`config.mk`:
```
export PLATFORM = sky130hd
export DESIGN_NAME = byte_cpu_instruction_timing
export DESIGN_NICKNAME = d
export VERILOG_FILES = /design/src/common/byte_cpu_pkg.sv /design/src/common/decode_if.sv /design/src/rtl/cycle_sequencer.sv /design/src/rtl/operand_collector.sv /design/src/rtl/byte_cpu_instruction_timing.sv
export VERILOG_INCLUDE_DIRS = /design/src /design/src/common
export SDC_FILE = /design/constraint.sdc
export NUM_CORES = 1
export LEC_CHECK = 0
export BUFFER_PORTS_ARGS = -buffer_cell sky130_fd_sc_hd__buf_2
export CAP_MARGIN = 40
export CORE_MARGIN = 1
export CORE_UTILIZATION = 61
export CTS_BUF_LIST = sky130_fd_sc_hd__clkbuf_16
export CTS_CLUSTER_DIAMETER = 50
export DETAILED_ROUTE_END_ITERATION = 6
export GPL_TIMING_DRIVEN = 0
export PLACE_DENSITY = 0.83
export SLEW_MARGIN = 10
export SYNTH_ARGS = -nofsm -noshare
export SYNTH_HDL_FRONTEND = slang
export SYNTH_HIERARCHICAL = 1
export SYNTH_SLANG_ARGS = --single-unit
```
`constraint.sdc`:
```
create_clock -name clock_in -period 3.7 [get_ports clock_in]
set_input_delay 0.74 -clock clock_in [delete_from_list [all_inputs] [get_ports clock_in]]
set_output_delay 0.74 -clock clock_in [all_outputs]
set_load 0.01 [all_outputs]
```
`src/common/byte_cpu_regs.svh`:
```
`ifndef BYTE_CPU_REGS_SVH
`define BYTE_CPU_REGS_SVH

// instruction length in program bytes
`define LEN_1 2'h1
`define LEN_2 2'h2
`define LEN_3 2'h3

// cycle figures; zero means "as many cycles as bytes"
`define CYC_BY_LEN        4'h0
`define CYC_INDIRECT      4'h2
`define CYC_MUL           4'h4
`define CYC_DIV           4'h8
`define CYC_EXT_MOVE      4'h3
`define CYC_CODE_READ     4'h3
`define CYC_ABS_BRANCH    4'h4
`define CYC_LONG_BRANCH   4'h5
`define CYC_RETURN        4'h6
`define CYC_JMP_INDIRECT  4'h4
`define CYC_CJNE_MEM      4'h4
`define BRANCH_TAKEN_EXTRA 4'h1

// flag effect mask, bit 2 carry, bit 1 aux carry, bit 0 overflow
`define FX_NONE  3'h0
`define FX_CY    3'h4
`define FX_CY_OV 3'h5
`define FX_ALL   3'h7

// opcodes that touch the data pointer, then pointer and operand reset values
`define OP_LOAD_DP16 8'h90
`define OP_INC_DP16  8'hA3
`define DP16_RESET   16'h0000
`define OPERAND_RESET 8'h00

`endif

```
`src/common/byte_cpu_pkg.sv`:
```
package byte_cpu_pkg;

    typedef enum logic [3:0] {
        cls_nop,
        cls_arith,
        cls_logic,
        cls_rotate,
        cls_move,
        cls_code_read,
        cls_ext_data,
        cls_stack,
        cls_exchange,
        cls_bit,
        cls_muldiv,
        cls_branch,
        cls_cond_branch
    } instr_class_e;

    typedef struct packed {
        instr_class_e cls;
        logic [1:0]   len;
        logic [3:0]   cyc;
        logic         cond;
        logic [2:0]   flags;
    } decode_s;

endpackage : byte_cpu_pkg

```
`src/common/decode_if.sv`:
```
interface decode_if;
    logic [1:0] len;
    logic [3:0] cyc;
    logic       cond;
    logic       start;
    logic       busy;
    logic       last;
    logic       fetch;
    logic [1:0] byte_index;

    modport decoder (output len, cyc, cond, start,
                     input busy, last, fetch, byte_index);
    modport sequencer (input len, cyc, cond, start,
                       output busy, last, fetch, byte_index);
    modport collector (input fetch, byte_index);
endinterface : decode_if

```
`src/rtl/cycle_sequencer.sv`:
```
`include "byte_cpu_regs.svh"

module cycle_sequencer
    import byte_cpu_pkg::*;
(
    // clock and reset
    input  wire logic clock_in,
    input  wire logic srst_in,
    // decoded instruction and pacing
    decode_if.sequencer dec,
    // condition result of a conditional branch
    input  wire logic branch_taken_in
);
    logic       busy;
    logic [3:0] remain;
    logic [1:0] idx;
    logic [1:0] len_q;
    logic       cond_q;
    logic       extended;
    logic       at_end;
    logic       take_extra;

    // a taken branch stretches the instruction by one cycle, once
    assign at_end     = busy && (remain == 4'h1);
    assign take_extra = at_end && cond_q && !extended && branch_taken_in;
    assign dec.busy   = busy;
    assign dec.last   = at_end && !take_extra;
    // operand bytes follow the opcode, one per cycle
    assign dec.fetch  = busy && ((idx + 2'h1) < len_q);
    assign dec.byte_index = idx + 2'h1;

    // busy flag; a new start in the last cycle runs back to back
    always_ff @(posedge clock_in) begin
        if (srst_in) begin
            busy <= 1'b0;
        end else if (dec.start) begin
            busy <= 1'b1;
        end else if (dec.last) begin
            busy <= 1'b0;
        end
    end

    // cycle countdown, counted in plain clocks only
    always_ff @(posedge clock_in) begin
        if (srst_in) begin
            remain   <= 4'h0;
            extended <= 1'b0;
        end else if (dec.start) begin
            remain   <= dec.cyc;
            extended <= 1'b0;
        end else if (take_extra) begin
            remain   <= `BRANCH_TAKEN_EXTRA;
            extended <= 1'b1;
        end else if (busy) begin
            remain <= remain - 4'h1;
        end
    end

    // byte position and latched shape of the running instruction
    always_ff @(posedge clock_in) begin
        if (srst_in) begin
            idx    <= 2'h0;
            len_q  <= `LEN_1;
            cond_q <= 1'b0;
        end else if (dec.start) begin
            idx    <= 2'h0;
            len_q  <= dec.len;
            cond_q <= dec.cond;
        end else if (dec.fetch) begin
            idx <= idx + 2'h1;
        end
    end
endmodule : cycle_sequencer

```
`src/rtl/operand_collector.sv`:
```
`include "byte_cpu_regs.svh"

module operand_collector
    import byte_cpu_pkg::*;
(
    // clock and reset
    input  wire logic       clock_in,
    input  wire logic       srst_in,
    // fetch pacing
    decode_if.collector     dec,
    // program memory byte, valid while fetch is high
    input  wire logic [7:0] code_byte_in,
    // captured in-line operands
    output logic      [7:0] operand1_out,
    output logic      [7:0] operand2_out
);
    // each operand stays until overwritten by a later fetch of its own byte position
    always_ff @(posedge clock_in) begin
        if (srst_in) begin
            operand1_out <= `OPERAND_RESET;
            operand2_out <= `OPERAND_RESET;
        end else if (dec.fetch && dec.byte_index == 2'h1) begin
            operand1_out <= code_byte_in;
        end else if (dec.fetch && dec.byte_index == 2'h2) begin
            operand2_out <= code_byte_in;
        end
    end
endmodule : operand_collector

```
`src/rtl/byte_cpu_instruction_timing.sv`:
```
`include "byte_cpu_regs.svh"

module byte_cpu_instruction_timing
    import byte_cpu_pkg::*;
(
    // clock and reset
    input  wire logic        clock_in,
    input  wire logic        srst_in,
    // opcode handshake from program memory
    input  wire logic [7:0]  opcode_in,
    input  wire logic        opcode_valid_in,
    output logic             opcode_ready_out,
    // operand byte fetch from program memory
    output logic             code_fetch_out,
    input  wire logic [7:0]  code_byte_in,
    // branch condition from the execution unit
    input  wire logic        branch_taken_in,
    // decoded instruction, held for the whole instruction; operands held from the cycle after their fetch
    output instr_class_e     instr_class_out,
    output logic [1:0]       byte_count_out,
    output logic [3:0]       base_cycles_out,
    output logic             conditional_out,
    output logic [2:0]       flag_effect_out,
    output logic [7:0]       operand1_out,
    output logic [7:0]       operand2_out,
    // completion and architectural state
    output logic             done_out,
    output logic [15:0]      data_pointer_16_out
);
    decode_if dec ();

    decode_s    decoded;
    logic [7:0] opcode_q;
    logic       accept;

    // build one table entry
    function automatic decode_s mk(input instr_class_e cls,
                                   input logic [1:0] len,
                                   input logic [3:0] cyc,
                                   input logic cond,
                                   input logic [2:0] flags);
        decode_s d;
        d.cls   = cls;
        d.len   = len;
        d.cyc   = cyc;
        d.cond  = cond;
        d.flags = flags;
        return d;
    endfunction : mk

    // full opcode table; entries with no cycle figure run one per byte
    function automatic decode_s decode_opcode(input logic [7:0] op);
        decode_s    d;
        logic [3:0] row;
        logic [3:0] col;
        d   = mk(cls_nop, `LEN_1, `CYC_BY_LEN, 1'b0, `FX_NONE);
        row = op[7:4];
        col = op[3:0];
        if (col[3]) begin
            // working register column
            unique case (row)
            4'h0: d = mk(cls_arith, `LEN_1, 4'h0, 1'b0, `FX_NONE);
            4'h1: d = mk(cls_arith, `LEN_1, 4'h0, 1'b0, `FX_NONE);
            4'h2: d = mk(cls_arith, `LEN_1, 4'h0, 1'b0, `FX_ALL);
            4'h3: d = mk(cls_arith, `LEN_1, 4'h0, 1'b0, `FX_ALL);
            4'h4: d = mk(cls_logic, `LEN_1, 4'h0, 1'b0, `FX_NONE);
            4'h5: d = mk(cls_logic, `LEN_1, 4'h0, 1'b0, `FX_NONE);
            4'h6: d = mk(cls_logic, `LEN_1, 4'h0, 1'b0, `FX_NONE);
            4'h7: d = mk(cls_move, `LEN_2, 4'h0, 1'b0, `FX_NONE);
            4'h8: d = mk(cls_move, `LEN_2, 4'h0, 1'b0, `FX_NONE);
            4'h9: d = mk(cls_arith, `LEN_1, 4'h0, 1'b0, `FX_ALL);
            4'hA: d = mk(cls_move, `LEN_2, 4'h0, 1'b0, `FX_NONE);
            4'hB: d = mk(cls_cond_branch, `LEN_3, 4'h0, 1'b1, `FX_CY);
            4'hC: d = mk(cls_exchange, `LEN_1, 4'h0, 1'b0, `FX_NONE);
            4'hD: d = mk(cls_cond_branch, `LEN_2, 4'h0, 1'b1, `FX_NONE);
            4'hE: d = mk(cls_move, `LEN_1, 4'h0, 1'b0, `FX_NONE);
            4'hF: d = mk(cls_move, `LEN_1, 4'h0, 1'b0, `FX_NONE);
            endcase
        end else if (col[3:1] == 3'h3) begin
            // indirect RAM column: the pointer read costs a cycle, except in the two-byte moves of rows 7, 8 and A
            unique case (row)
            4'h0: d = mk(cls_arith, `LEN_1, `CYC_INDIRECT, 1'b0, `FX_NONE);
            4'h1: d = mk(cls_arith, `LEN_1, `CYC_INDIRECT, 1'b0, `FX_NONE);
            4'h2: d = mk(cls_arith, `LEN_1, `CYC_INDIRECT, 1'b0,
                         `FX_ALL);
            4'h3: d = mk(cls_arith, `LEN_1, `CYC_INDIRECT, 1'b0,
                         `FX_ALL);
            4'h4: d = mk(cls_logic, `LEN_1, `CYC_INDIRECT, 1'b0,
                         `FX_NONE);
            4'h5: d = mk(cls_logic, `LEN_1, `CYC_INDIRECT, 1'b0,
                         `FX_NONE);
            4'h6: d = mk(cls_logic, `LEN_1, `CYC_INDIRECT, 1'b0,
                         `FX_NONE);
            4'h7: d = mk(cls_move, `LEN_2, 4'h0, 1'b0, `FX_NONE);
            4'h8: d = mk(cls_move, `LEN_2, 4'h0, 1'b0, `FX_NONE);
            4'h9: d = mk(cls_arith, `LEN_1, `CYC_INDIRECT, 1'b0,
                         `FX_ALL);
            4'hA: d = mk(cls_move, `LEN_2, 4'h0, 1'b0, `FX_NONE);
            4'hB: d = mk(cls_cond_branch, `LEN_3, `CYC_CJNE_MEM, 1'b1,
                         `FX_CY);
            4'hC: d = mk(cls_exchange, `LEN_1, `CYC_INDIRECT, 1'b0,
                         `FX_NONE);
            4'hD: d = mk(cls_exchange, `LEN_1, `CYC_INDIRECT, 1'b0,
                         `FX_NONE);
            4'hE: d = mk(cls_move, `LEN_1, `CYC_INDIRECT, 1'b0, `FX_NONE);
            4'hF: d = mk(cls_move, `LEN_1, `CYC_INDIRECT, 1'b0,
                         `FX_NONE);
            endcase
        end else if (col == 4'h5) begin
            // direct byte column
            unique case (row)
            4'h0: d = mk(cls_arith, `LEN_2, 4'h0, 1'b0, `FX_NONE);
            4'h1: d = mk(cls_arith, `LEN_2, 4'h0, 1'b0, `FX_NONE);
            4'h2: d = mk(cls_arith, `LEN_2, 4'h0, 1'b0, `FX_ALL);
            4'h3: d = mk(cls_arith, `LEN_2, 4'h0, 1'b0, `FX_ALL);
            4'h4: d = mk(cls_logic, `LEN_2, 4'h0, 1'b0, `FX_NONE);
            4'h5: d = mk(cls_logic, `LEN_2, 4'h0, 1'b0, `FX_NONE);
            4'h6: d = mk(cls_logic, `LEN_2, 4'h0, 1'b0, `FX_NONE);
            4'h7: d = mk(cls_move, `LEN_3, 4'h0, 1'b0, `FX_NONE);
            4'h8: d = mk(cls_move, `LEN_3, 4'h0, 1'b0, `FX_NONE);
            4'h9: d = mk(cls_arith, `LEN_2, 4'h0, 1'b0, `FX_ALL);
            4'hA: d = mk(cls_nop, `LEN_1, 4'h0, 1'b0, `FX_NONE);
            4'hB: d = mk(cls_cond_branch, `LEN_3, `CYC_CJNE_MEM, 1'b1,
                         `FX_CY);
            4'hC: d = mk(cls_exchange, `LEN_2, 4'h0, 1'b0, `FX_NONE);
            4'hD: d = mk(cls_cond_branch, `LEN_3, 4'h0, 1'b1, `FX_NONE);
            4'hE: d = mk(cls_move, `LEN_2, 4'h0, 1'b0, `FX_NONE);
            4'hF: d = mk(cls_move, `LEN_2, 4'h0, 1'b0, `FX_NONE);
            endcase
        end else if (col == 4'h4) begin
            // accumulator and immediate column
            unique case (row)
            4'h0: d = mk(cls_arith, `LEN_1, 4'h0, 1'b0, `FX_NONE);
            4'h1: d = mk(cls_arith, `LEN_1, 4'h0, 1'b0, `FX_NONE);
            4'h2: d = mk(cls_arith, `LEN_2, 4'h0, 1'b0, `FX_ALL);
            4'h3: d = mk(cls_arith, `LEN_2, 4'h0, 1'b0, `FX_ALL);
            4'h4: d = mk(cls_logic, `LEN_2, 4'h0, 1'b0, `FX_NONE);
            4'h5: d = mk(cls_logic, `LEN_2, 4'h0, 1'b0, `FX_NONE);
            4'h6: d = mk(cls_logic, `LEN_2, 4'h0, 1'b0, `FX_NONE);
            4'h7: d = mk(cls_move, `LEN_2, 4'h0, 1'b0, `FX_NONE);
            4'h8: d = mk(cls_muldiv, `LEN_1, `CYC_DIV, 1'b0,
                         `FX_CY_OV);
            4'h9: d = mk(cls_arith, `LEN_2, 4'h0, 1'b0, `FX_ALL);
            4'hA: d = mk(cls_muldiv, `LEN_1, `CYC_MUL, 1'b0,
                         `FX_CY_OV);
            4'hB: d = mk(cls_cond_branch, `LEN_3, 4'h0, 1'b1, `FX_CY);
            4'hC: d = mk(cls_rotate, `LEN_1, 4'h0, 1'b0, `FX_NONE);
            4'hD: d = mk(cls_arith, `LEN_1, 4'h0, 1'b0, `FX_CY);
            4'hE: d = mk(cls_logic, `LEN_1, 4'h0, 1'b0, `FX_NONE);
            4'hF: d = mk(cls_logic, `LEN_1, 4'h0, 1'b0, `FX_NONE);
            endcase
        end else if (col == 4'h3) begin
            // rotates, logic to direct, code reads and carry ops
            unique case (row)
            4'h0: d = mk(cls_rotate, `LEN_1, 4'h0, 1'b0, `FX_NONE);
            4'h1: d = mk(cls_rotate, `LEN_1, 4'h0, 1'b0, `FX_CY);
            4'h2: d = mk(cls_rotate, `LEN_1, 4'h0, 1'b0, `FX_NONE);
            4'h3: d = mk(cls_rotate, `LEN_1, 4'h0, 1'b0, `FX_CY);
            4'h4: d = mk(cls_logic, `LEN_3, 4'h0, 1'b0, `FX_NONE);
            4'h5: d = mk(cls_logic, `LEN_3, 4'h0, 1'b0, `FX_NONE);
            4'h6: d = mk(cls_logic, `LEN_3, 4'h0, 1'b0, `FX_NONE);
            4'h7: d = mk(cls_branch, `LEN_1, `CYC_JMP_INDIRECT, 1'b0,
                         `FX_NONE);
            4'h8: d = mk(cls_code_read, `LEN_1, `CYC_CODE_READ, 1'b0,
                         `FX_NONE);
            4'h9: d = mk(cls_code_read, `LEN_1, `CYC_CODE_READ, 1'b0,
                         `FX_NONE);
            4'hA: d = mk(cls_arith, `LEN_1, 4'h0, 1'b0, `FX_NONE);
            4'hB: d = mk(cls_bit, `LEN_1, 4'h0, 1'b0, `FX_CY);
            4'hC: d = mk(cls_bit, `LEN_1, 4'h0, 1'b0, `FX_CY);
            4'hD: d = mk(cls_bit, `LEN_1, 4'h0, 1'b0, `FX_CY);
            4'hE: d = mk(cls_ext_data, `LEN_1, `CYC_EXT_MOVE, 1'b0,
                         `FX_NONE);
            4'hF: d = mk(cls_ext_data, `LEN_1, `CYC_EXT_MOVE, 1'b0,
                         `FX_NONE);
            endcase
        end else if (col == 4'h2) begin
            // long branches, logic from accumulator and bit ops
            unique case (row)
            4'h0: d = mk(cls_branch, `LEN_3, `CYC_LONG_BRANCH, 1'b0,
                         `FX_NONE);
            4'h1: d = mk(cls_branch, `LEN_3, `CYC_LONG_BRANCH, 1'b0,
                         `FX_NONE);
            4'h2: d = mk(cls_branch, `LEN_1, `CYC_RETURN, 1'b0, `FX_NONE);
            4'h3: d = mk(cls_branch, `LEN_1, `CYC_RETURN, 1'b0, `FX_NONE);
            4'h4: d = mk(cls_logic, `LEN_2, 4'h0, 1'b0, `FX_NONE);
            4'h5: d = mk(cls_logic, `LEN_2, 4'h0, 1'b0, `FX_NONE);
            4'h6: d = mk(cls_logic, `LEN_2, 4'h0, 1'b0, `FX_NONE);
            4'h7: d = mk(cls_bit, `LEN_2, 4'h0, 1'b0, `FX_CY);
            4'h8: d = mk(cls_bit, `LEN_2, 4'h0, 1'b0, `FX_CY);
            4'h9: d = mk(cls_bit, `LEN_2, 4'h0, 1'b0, `FX_NONE);
            4'hA: d = mk(cls_bit, `LEN_2, 4'h0, 1'b0, `FX_CY);
            4'hB: d = mk(cls_bit, `LEN_2, 4'h0, 1'b0, `FX_NONE);
            4'hC: d = mk(cls_bit, `LEN_2, 4'h0, 1'b0, `FX_NONE);
            4'hD: d = mk(cls_bit, `LEN_2, 4'h0, 1'b0, `FX_NONE);
            4'hE: d = mk(cls_ext_data, `LEN_1, `CYC_EXT_MOVE, 1'b0,
                         `FX_NONE);
            4'hF: d = mk(cls_ext_data, `LEN_1, `CYC_EXT_MOVE, 1'b0,
                         `FX_NONE);
            endcase
        end else if (col == 4'h1) begin
            // absolute jump and call, odd rows call
            d = mk(cls_branch, `LEN_2, `CYC_ABS_BRANCH, 1'b0, `FX_NONE);
        end else begin
            // column zero: bit branches, stack, pointer load
            unique case (row)
            4'h0: d = mk(cls_nop, `LEN_1, 4'h0, 1'b0, `FX_NONE);
            4'h1: d = mk(cls_cond_branch, `LEN_3, 4'h0, 1'b1, `FX_NONE);
            4'h2: d = mk(cls_cond_branch, `LEN_3, 4'h0, 1'b1, `FX_NONE);
            4'h3: d = mk(cls_cond_branch, `LEN_3, 4'h0, 1'b1, `FX_NONE);
            4'h4: d = mk(cls_cond_branch, `LEN_2, 4'h0, 1'b1, `FX_NONE);
            4'h5: d = mk(cls_cond_branch, `LEN_2, 4'h0, 1'b1, `FX_NONE);
            4'h6: d = mk(cls_cond_branch, `LEN_2, 4'h0, 1'b1, `FX_NONE);
            4'h7: d = mk(cls_cond_branch, `LEN_2, 4'h0, 1'b1, `FX_NONE);
            4'h8: d = mk(cls_branch, `LEN_2, `CYC_ABS_BRANCH, 1'b0,
                         `FX_NONE);
            4'h9: d = mk(cls_move, `LEN_3, 4'h0, 1'b0, `FX_NONE);
            4'hA: d = mk(cls_bit, `LEN_2, 4'h0, 1'b0, `FX_CY);
            4'hB: d = mk(cls_bit, `LEN_2, 4'h0, 1'b0, `FX_CY);
            4'hC: d = mk(cls_stack, `LEN_2, 4'h0, 1'b0, `FX_NONE);
            4'hD: d = mk(cls_stack, `LEN_2, 4'h0, 1'b0, `FX_NONE);
            4'hE: d = mk(cls_ext_data, `LEN_1, `CYC_EXT_MOVE, 1'b0,
                         `FX_NONE);
            4'hF: d = mk(cls_ext_data, `LEN_1, `CYC_EXT_MOVE, 1'b0,
                         `FX_NONE);
            endcase
        end
        // pipeline default: one cycle per program byte
        if (d.cyc == `CYC_BY_LEN) begin
            d.cyc = {2'h0, d.len};
        end
        return d;
    endfunction : decode_opcode

    // decode straight off the program memory byte
    assign decoded = decode_opcode(opcode_in);

    // a new opcode is taken when idle or in the final cycle
    assign opcode_ready_out = !dec.busy || dec.last;
    assign accept           = opcode_valid_in && opcode_ready_out;
    assign dec.start        = accept;
    assign dec.len          = decoded.len;
    assign dec.cyc          = decoded.cyc;
    assign dec.cond         = decoded.cond;
    assign code_fetch_out   = dec.fetch;
    assign done_out         = dec.last;

    cycle_sequencer u_sequencer (
        .clock_in        (clock_in),
        .srst_in         (srst_in),
        .dec             (dec.sequencer),
        .branch_taken_in (branch_taken_in)
    );

    operand_collector u_collector (
        .clock_in     (clock_in),
        .srst_in      (srst_in),
        .dec          (dec.collector),
        .code_byte_in (code_byte_in),
        .operand1_out (operand1_out),
        .operand2_out (operand2_out)
    );

    // decoded fields held from the accept edge to the next accept
    always_ff @(posedge clock_in) begin
        if (srst_in) begin
            opcode_q        <= 8'h00;
            instr_class_out <= cls_nop;
            byte_count_out  <= `LEN_1;
            base_cycles_out <= 4'h1;
            conditional_out <= 1'b0;
            flag_effect_out <= `FX_NONE;
        end else if (accept) begin
            opcode_q        <= opcode_in;
            instr_class_out <= decoded.cls;
            byte_count_out  <= decoded.len;
            base_cycles_out <= decoded.cyc;
            conditional_out <= decoded.cond;
            flag_effect_out <= decoded.flags;
        end
    end

    // data pointer: updated only at the end so a stalled load is harmless
    always_ff @(posedge clock_in) begin
        if (srst_in) begin
            data_pointer_16_out <= `DP16_RESET;
        end else if (dec.last && opcode_q == `OP_LOAD_DP16) begin
            data_pointer_16_out <= {operand1_out, operand2_out};
        end else if (dec.last && opcode_q == `OP_INC_DP16) begin
            data_pointer_16_out <= data_pointer_16_out + 16'h0001;
        end
    end
endmodule : byte_cpu_instruction_timing

```
==> flow_metrics.py, run 1 <==
metrics = {
    "run_status": {
        "status": "finished with violations",
        "violations": "design-rule violations",
    },
    "layout": {
        "area_delta_synth_final_pct": 17.74,
        "fin_util_pct": 75.14,
        "multi_input_area_mm2": 0.002565,
        "layout-drive-gt1-share_pct": 20.58,
        "fill_cells": 447,
        "diodes": 0,
        "regArea_mm2": 0.001301,
        "design_area_mm2": 0.004826,
        "finalNetCount": 610,
    },
    "clock_tree": {
        "cts.sinks": 65,
        "h-tree-depth": 3,
        "postCtsHoldBufs": 0,
        "clock_latency_ps": 340,
        "cts_tree": "built",
        "postCtsSetupBuffers": 0,
        "post_cts_resized": 0,
        "cts_root_buffer": "clkbuf_16",
        "clk_pin_slew_ps": 60,
        "cts.path.max_buffers": 2,
        "numCtsBuffers": 9,
    },
    "power": {
        "combPwrFrac_pct": 16.5,
        "switching_share_pct": 28.90,
        "power_w": 0.001926,
        "p_sw_w": 0.0005566,
        "clkPwrFrac_pct": 44.2,
        "p_leak_nw": 2.036,
        "peakVddDrop_v": 0.0002899,
        "p_per_area_mw_per_mm2": 399.1,
        "p_int_w": 0.001370,
        "seq_power_share_pct": 39.3,
    },
    "placement": {
        "place_congestion": 0.9851,
        "place_area_mm2": 0.004531,
        "hpwl_um": 9435,
        "io_buffer_count": 67,
    },
    "timing": {
        "slew_headroom_pct": 50.35,
        "skew_ps": 13.62,
        "finalSetupViolations": 0,
        "grt_setup_unrepaired": "no",
        "totalNegativeSetupSlack_ps": 0,
        "max_freq_mhz": 294.9,
        "fin_crit_ps": 3391,
        "tightest_slew_ps": 744.8,
        "timing.final.crit_share_pct": 91.64,
        "report.final.slew_viol_count": 0,
        "hold_viol_final": 0,
    },
    "logic_synthesis": {
        "synth.most_common_cell": "dfxtp_1",
        "yosys_warnings": 6,
        "yosysTopAreaCell": "dfxtp_1",
        "synth_ff_type": "dfxtp_1",
        "netlist_instances": 500,
        "syn_nets": 532,
        "yosys-top-cells-count": "dfxtp_1, nand2_1, nor2_1",
        "syn-mean-instance-area_um2": 8.198,
        "synth_top_area_share_pct": 31.75,
        "synth_edf_count": 0,
        "netlist_area_mm2": 0.004099,
        "yosysSeqAreaShare_pct": 31.75,
        "ys_ff_latch": 65,
        "synthArstFlopShare_pct": 0,
        "synthTopCellsByArea": "dfxtp_1, nand2b_1, a21oi_1, mux2i_1, nand2_1",
        "synth_cell_types": 76,
    },
    "global_routing": {
        "overflow": 0,
        "grt_max_degree": 17,
        "antenna_found_initial": 0,
        "grt_pass1_wl_um": 21270,
        "grt_pass1_vias": 4144,
        "track_usage_pct": 38.66,
    },
    "route": {
        "drc": 16,
        "post_drt_wl_per_cell_um": 20.48,
        "initialDrtViolationCount": 393,
        "dr.pass1.iters": 7,
        "routed_wl_um": 13520,
        "ant_nets": 0,
        "vias_per_cell": 6.592,
        "vias": 4351,
    },
    "job": {
        "drv_cap": 0,
    },
    "critical_path": {
        "crit_required_ps": 3900,
        "endpoint_kind": "register",
        "worstPathMaxFanout": 16,
        "critPathKind": "register to register",
        "crit_arrival_ps": 3590,
        "startpoint_type": "register",
    },
    "min_path": {
        "hp-class": "register to register",
    },
    "floorplan": {
        "start_util_pct": 63.82,
        "rows": 29,
        "die_w_um": 83.97,
        "coreArea_mm2": 0.006422,
        "design.die.area_mm2": 0.007051,
        "io_pins": 69,
        "die-height_um": 83.97,
    },
}
[layout by cell type (no fill, tap or decap), types with 3 or more instances in the layout]
master      n
nand3_1    12
buf_6       4
and2_1      7
nor2_1     41
ha_1       12
o22ai_1     3
nand2b_1   31
nor3_1     13
nor3b_1     3
dfxtp_1    65
or3_1       4
nand4_1     3
nor2b_1    12
a21oi_1    38
buf_2      79
a21o_1      3
a31oi_1     5
a22o_1      3
inv_1      13
clkbuf_1   15
a211oi_1   15
nand2_1    50
o21ai_0    16
nor4_1      3
o21ai_1     3
and3_1      5
o221ai_1    3
clkbuf_16   9
or2_2       3
mux2i_1    19
xnor2_1    12
xor2_1      8
clkinv_2    3
nand3b_1    6
[per-layer routing]
layer	GRT usage, %	share of wire [%]	up-vias	routed length [um]
li1	-	-	1936	-
met1	47.03	40	2072	5413
met2	65.42	47	287	6359
met3	6.924	8.8	56	1185
met4	19.28	4.1	0	557
met5	0	0	-	0
[cell type report]
class / count / share of cell area [%]
Sequential cell: 65 / 26.96
Timing Repair Buffer: 67 / 6.948
Tap cell: 77 / 1.996
Inverter: 13 / 1.011
Clock inverter: 7 / 1.452
Clock buffer: 9 / 4.667
Multi-Input combinational cell: 387 / 53.15
Buffer: 35 / 3.811
[stage by stage]
step | hold WS [ps] | cells | worst slack, ps
6_report | 454.2 | 660 | 309.2
5_1_grt | 477.6 | 660 | 102.4
4_1_cts | 456.3 | 660 | 385.0
3_5_place_dp | 448.2 | 644 | 395.3
3_3_place_gp | 437.6 | 644 | 456.5
2_1_floorplan | 440.5 | 500 | 1141
[logic make-up after synthesis]
group,Yosys count,share of synthesized area (%)
and+or+nand+nor,214,29.12
AOI/OAI and AO/OA,122,20.88
DFF,65,31.75
buffers and inverters,48,5.678
xor gates and xnor gates,20,4.274
muxes,19,4.640
adders and majority gates,12,3.663
[power by group through the flow]
stage	registers, W	clock network [W]	logic [W]
after CTS	0.000755	0.000847	0.000309
after detailed placement	0.000770	0	0.000303
after global routing	0.000758	0.000881	0.000338
after global placement	0.000768	0	0.000298
final	0.000756	0.000852	0.000318
after floorplan	0.000771	0	0.000202
[registers in the layout (all words and copies together) (netlist names), 2 cells and up]
register                  cells
base_cycles_out               4
byte_count_out                2
data_pointer_16_out          16
flag_effect_out               3
instr_class_out               4
opcode_q                      8
u_collector/operand1_out      8
u_collector/operand2_out      8
u_sequencer/idx               2
u_sequencer/len_q             2
u_sequencer/remain            4
[worst paths after layout]
kind	startpoint	to	slack [ps]	cells past startpoint
max	u_sequencer/remain[0]	u_sequencer/len_q[1]	310	11
min	base_cycles_out[2]	base_cycles_out[2]	450	2
max reg2reg	u_sequencer/remain[0]	u_sequencer/len_q[1]	310	11
min reg2reg	base_cycles_out[2]	base_cycles_out[2]	450	2
[critical path, stage by stage, from the launching register on]
cell	delay, ps
dfxtp_1	440
ha_1	190
nand4bb_1	150
nand2b_1	230
inv_1	180
nand2b_1	190
nand2_1	230
inv_1	240
clkbuf_1	600
clkbuf_1	450
mux2i_1	290
nor2_1	70
No activity file was read; power rests on OpenSTA's default activity.
==> run 2: changes to the inputs <==
--- a/config.mk
+++ b/config.mk
@@ -14,6 +14,7 @@
 export CTS_CLUSTER_DIAMETER = 50
 export DETAILED_ROUTE_END_ITERATION = 6
 export GPL_TIMING_DRIVEN = 0
+export MAX_ROUTING_LAYER = met4
 export PLACE_DENSITY = 0.83
 export SLEW_MARGIN = 10
 export SYNTH_ARGS = -nofsm -noshare
==> flow_metrics.py, run 2 (same netlist as run 1, synthesis figures left out) <==
metrics = {
    "run_status": {
        "status": "finished with violations",
        "violations": "design-rule violations",
    },
    "timing": {
        "finalSetupViolations": 0,
        "grt_setup_unrepaired": "no",
        "setup_slack_ps": 279.9,
        "timing.final.crit_share_pct": 92.43,
        "slew_headroom_pct": 47.89,
        "totalNegativeSetupSlack_ps": 0,
        "hold_viol_final": 0,
        "skew_ps": 6.593,
        "max_freq_mhz": 292.4,
        "tightest_slew_ps": 780.0,
        "fin_crit_ps": 3420,
        "report.final.slew_viol_count": 0,
    },
    "route": {
        "post_drt_wl_per_cell_um": 19.62,
        "drc": 17,
        "vias": 4252,
        "dr.pass1.iters": 7,
        "ant_nets": 0,
        "vias_per_cell": 6.442,
        "routed_wl_um": 12950,
        "initialDrtViolationCount": 363,
    },
    "critical_path": {
        "startpoint_type": "register",
        "crit_arrival_ps": 3600,
        "worstPathMaxFanout": 16,
        "critPathKind": "register to register",
        "rr_worst_depth": 11,
        "endpoint_kind": "register",
        "rr_startpoint": "u_sequencer/remain[0]",
        "reg2reg_slack_ps": 280,
        "rr_endpoint": "u_sequencer/cond_q",
        "crit_required_ps": 3880,
    },
    "global_routing": {
        "grt_max_degree": 17,
        "antenna_found_initial": 0,
        "grt_pass1_wl_um": 20610,
        "overflow": 0,
        "grt_pass1_vias": 4197,
        "track_usage_pct": 38.41,
    },
    "layout": {
        "area_delta_synth_final_pct": 17.52,
        "final_cell_mix": "buf_2, dfxtp_1, nand2_1",
        "top_register": "data_pointer_16_out",
        "finalNetCount": 610,
        "largest_reg_flops": 16,
        "diodes": 0,
        "fin_util_pct": 75.00,
        "finalNonFillerCells": 660,
        "layout-drive-gt1-share_pct": 20.24,
        "fill_cells": 476,
        "final_common_cell": "buf_2",
    },
    "floorplan": {
        "start_util_pct": 63.82,
        "die_w_um": 83.97,
        "design.die.area_mm2": 0.007051,
        "rows": 29,
        "io_pins": 69,
        "die-height_um": 83.97,
        "coreArea_mm2": 0.006422,
    },
    "clock_tree": {
        "clock_latency_ps": 320,
        "cts_tree": "built",
        "cts.path.max_buffers": 2,
        "numCtsBuffers": 9,
        "cts.sinks": 65,
        "clk_pin_slew_ps": 50,
        "h-tree-depth": 3,
        "post_cts_resized": 0,
        "postCtsSetupBuffers": 0,
        "cts_root_buffer": "clkbuf_16",
        "postCtsHoldBufs": 0,
    },
    "power": {
        "p_per_area_mw_per_mm2": 393.2,
        "p_leak_nw": 2.035,
        "peakVddDrop_v": 0.0002569,
        "power_w": 0.001894,
    },
    "placement": {
        "place_ws_ps": 417.1,
        "place_inst": 644,
        "place_congestion": 0.9945,
        "io_buffer_count": 67,
        "hpwl_um": 8939,
    },
    "job": {
        "drv_cap": 0,
    },
    "min_path": {
        "hp-class": "register to register",
        "hold_start": "conditional_out",
        "min_to": "conditional_out",
        "min_path_cells": 2,
    },
}
-- run 2: changes by cell type in the layout (fill, tap and decap cells not counted) --
| cell | change |
|---|---|
| inv_6 | -1 |
| clkinv_1 | +2 |
| clkinvlp_4 | -1 |
-- run 2: routing by layer --
metal,part of all wire [%],GRT usage (%),up-vias
li1,-,-,1945
met1,39,43.52,1963
met2,48,64.75,289
met3,9.4,7.418,55
met4,3.7,19.12,0
met5,0,-,-
-- run 2: worst max-delay path by stage --
stage / slack (ps) / end / from
global route: 50 / u_sequencer/cond_q / u_sequencer/remain[0]
floorplan: 1140 / u_sequencer/cond_q / branch_taken_in
CTS: 350 / u_sequencer/cond_q / u_sequencer/remain[0]
global placement: 450 / u_sequencer/len_q[1] / branch_taken_in
detailed placement: 420 / u_sequencer/len_q[1] / branch_taken_in
finish: 280 / u_sequencer/cond_q / u_sequencer/remain[0]
-- run 2: area by class of cell --
class | instances | area [um^2] | area share [%]
multi-input cells | 387 | 2565 | 53.25
repair buffers | 67 | 335.3 | 6.961
flip-flops and latches | 65 | 1301 | 27.01
well taps | 77 | 96.34 | 2.000
inverters | 13 | 48.80 | 1.013
clock buffers | 9 | 225.2 | 4.675
plain buffers | 35 | 183.9 | 3.818
clock inverters | 7 | 61.31 | 1.273
-- run 2: critical path, stage by stage (launching register included) --
cell and delay (ps):
dfxtp_1 460, ha_1 200, nand4bb_1 130, nand2b_1 200, inv_1 160, nand2b_1 200, nand2_1 230, inv_1 250
clkbuf_1 580, clkbuf_1 470, mux2i_1 300, nor2_1 90
-- run 2: power by group --
part	switching (W)	internal, W	total (W)	leakage [nW]
registers	0.0000269	0.000730	0.000757	0.529
logic	0.000193	0.000119	0.000312	1.36
clock network	0.000311	0.000514	0.000825	0.144
total	0.000532	0.00136	0.00189	2.03
-- run 2: metrics by stage --
| stage | cell area [um^2] | hold slack [ps] |
|---|---|---|
| final | 4817 | 461.8 |
| after global routing | 4817 | 476.6 |
| after CTS | 4817 | 459.3 |
| after detailed placement | 4531 | 447.1 |
| after global placement | 4531 | 436.8 |
| after floorplan | 4099 | 440.5 |
==> run 3: changes to the inputs <==
--- a/config.mk
+++ b/config.mk
@@ -16,8 +16,9 @@
 export GPL_TIMING_DRIVEN = 0
 export MAX_ROUTING_LAYER = met4
 export PLACE_DENSITY = 0.83
+export RECOVER_POWER = 100
+export SETUP_SLACK_MARGIN = 0.1
 export SLEW_MARGIN = 10
 export SYNTH_ARGS = -nofsm -noshare
 export SYNTH_HDL_FRONTEND = slang
-export SYNTH_HIERARCHICAL = 1
 export SYNTH_SLANG_ARGS = --single-unit
==> flow_metrics.py, run 3 <==
metrics = {
    "run_status": {
        "status": "finished with violations",
        "violations": "design-rule violations, max-capacitance violations, max-slew violations",
    },
    "logic_synthesis": {
        "syn_nets": 536,
        "yosysSeqAreaShare_pct": 32.02,
        "netlist_instances": 501,
        "synth_top_area_share_pct": 32.02,
        "syn-mean-instance-area_um2": 7.737,
        "synthArstFlopShare_pct": 0,
        "synth_cell_types": 61,
        "synth_ff_type": "dfxtp_1",
        "yosysTopAreaCell": "dfxtp_1",
        "yosys_warnings": 0,
        "netlist_area_mm2": 0.003876,
        "synth_edf_count": 0,
        "synth.most_common_cell": "dfxtp_1",
        "synthTopCellsByArea": "dfxtp_1, a21oi_1, nand2_1, nor2_1, ha_1",
        "yosys-top-cells-count": "dfxtp_1, nand2_1, nor2_1",
        "ys_ff_latch": 62,
    },
    "timing": {
        "max_freq_mhz": 285.4,
        "report.final.slew_viol_count": 9,
        "timing.final.crit_share_pct": 94.71,
        "fin_crit_ps": 3504,
        "slew_headroom_pct": -5.242,
        "skew_ps": 14.14,
        "hold_viol_final": 0,
        "tightest_slew_ps": 1557,
        "finalSetupViolations": 0,
        "totalNegativeSetupSlack_ps": 0,
        "grt_setup_unrepaired": "no",
    },
    "layout": {
        "area_delta_synth_final_pct": 16.82,
        "final_common_cell": "clkbuf_1",
        "final_cell_mix": "clkbuf_1, dfxtp_1, nand2_1",
        "diodes": 0,
        "design_area_mm2": 0.004528,
        "regArea_mm2": 0.001241,
        "top_register": "data_pointer_16_out",
        "layout-drive-gt1-share_pct": 7.719,
        "largest_reg_flops": 16,
        "fill_cells": 472,
        "multi_input_area_mm2": 0.002396,
        "finalNetCount": 613,
    },
    "floorplan": {
        "die-height_um": 81.72,
        "coreArea_mm2": 0.006026,
        "io_pins": 69,
        "die_w_um": 81.72,
        "rows": 28,
        "design.die.area_mm2": 0.006677,
        "start_util_pct": 64.33,
    },
    "clock_tree": {
        "numCtsBuffers": 9,
        "postCtsHoldBufs": 0,
        "cts_tree": "built",
        "cts.sinks": 62,
        "cts.path.max_buffers": 2,
        "cts_root_buffer": "clkbuf_16",
        "clock_latency_ps": 340,
        "h-tree-depth": 3,
        "clk_pin_slew_ps": 60,
    },
    "min_path": {
        "hp-class": "register to register",
        "hold_start": "base_cycles_out[3]",
    },
    "route": {
        "vias": 4633,
        "dr.pass1.iters": 7,
        "routed_wl_um": 15070,
        "vias_per_cell": 7.041,
        "ant_nets": 0,
        "initialDrtViolationCount": 650,
        "post_drt_wl_per_cell_um": 22.90,
        "drc": 23,
    },
    "critical_path": {
        "rr_startpoint": "u_sequencer.remain[0]",
        "critPathKind": "register to register",
        "crit_arrival_ps": 3740,
        "worstSetupStartpoint": "u_sequencer.remain[0]",
        "crit_required_ps": 3930,
        "endpoint_kind": "register",
        "startpoint_type": "register",
        "worstPathMaxFanout": 9,
    },
    "power": {
        "power_w": 0.001952,
        "switching_share_pct": 28.96,
        "p_int_w": 0.001387,
        "p_sw_w": 0.0005654,
        "p_leak_nw": 1.723,
        "combPwrFrac_pct": 15.4,
        "p_per_area_mw_per_mm2": 431.2,
        "seq_power_share_pct": 36.7,
        "clkPwrFrac_pct": 47.9,
        "peakVddDrop_v": 0.0004063,
    },
    "global_routing": {
        "antenna_found_initial": 0,
        "overflow": 0,
        "grt_max_degree": 14,
        "grt_pass1_vias": 4408,
        "track_usage_pct": 47.32,
        "grt_pass1_wl_um": 22450,
    },
    "placement": {
        "place_area_mm2": 0.004300,
        "hpwl_um": 9874,
        "place_congestion": 1.122,
        "io_buffer_count": 66,
    },
    "job": {
        "drv_cap": 1,
    },
}
## run 3: cell types whose count changed in the layout (fill, tap and decap cells not counted), moves of 7 or more
cell	change
nor2_1	+10
o21ai_0	+9
nand2_1	+7
nand2b_1	-23
buf_2	-62
xnor2_1	-11
clkbuf_1	+73
## run 3: final timing paths
path / to / slack, ps / cells after the start
worst max-delay path: data_pointer_16_out[15] / 200 / 7
worst min-delay path: base_cycles_out[3] / 460 / 2
worst max register to register: data_pointer_16_out[15] / 200 / 7
worst min register to register: base_cycles_out[3] / 460 / 2
## run 3: routing by layer
metal  global-route usage (%)  vias to the layer above  share of wire [%]
met5                        -                        -                  0
met4                    35.09                        0                6.8
met3                    13.78                      124                 12
met2                    74.75                      438                 46
met1                    50.20                     2108                 35
li1                         -                     1963                  -
## run 3: layout make-up
type                            instances  share of cell area [%]
Timing Repair Buffer                   66                   5.886
Tap cell                               75                   2.072
Clock buffer                            9                   4.974
Buffer                                 40                   3.371
Sequential cell                        62                   27.41
Clock inverter                          7                   2.211
Multi-Input combinational cell        385                   52.92
Inverter                               14                   1.161
## run 3: per-stage QoR
step / setup WS, ps / util (%) / hold WS, ps / std cells
after CTS: 330.9 / 76.77 / 454.9 / 658
after detailed placement: 10.41 / 71.37 / 447.9 / 642
after global placement: 31.86 / 71.37 / 441.6 / 642
after floorplan: 645.2 / - / 431.6 / 501
after global routing: 41.90 / 75.15 / 473.0 / 658
final: 195.9 / 75.15 / 458.4 / 658
## run 3: cell families after synthesis
family	count (synthesis)	synth area share, %
AOI/OAI and AO/OA	140	23.50
and+or+nand+nor	198	26.47
adders and majority gates	15	4.842
DFF	62	32.02
buffers and inverters	54	5.358
muxes	18	4.648
xor gates and xnor gates	14	3.163
## run 3: timing repair
item                                    4_1_cts  5_1_grt
endpoints found under the setup margin        0        2
setup buffers                                 0        0
resized for setup                             0        1
## run 3: critical path, stage by stage, from the launching register on
cell and delay (ps):
dfxtp_1 420, ha_1 190, nand4bb_1 260, nor4b_1 1360, and3_1 410, nand2_4 110, or3_1 360, a311oi_1 290
## run 3: power groups by stage
stage	clock [W]	combinational (W)	sequential, W
after floorplan	0	0.000182	0.000727
after global placement	0	0.000277	0.000725
after detailed placement	0	0.000282	0.000726
after CTS	0.000927	0.000292	0.000714
after global routing	0.000961	0.000317	0.000717
final	0.000936	0.000301	0.000716
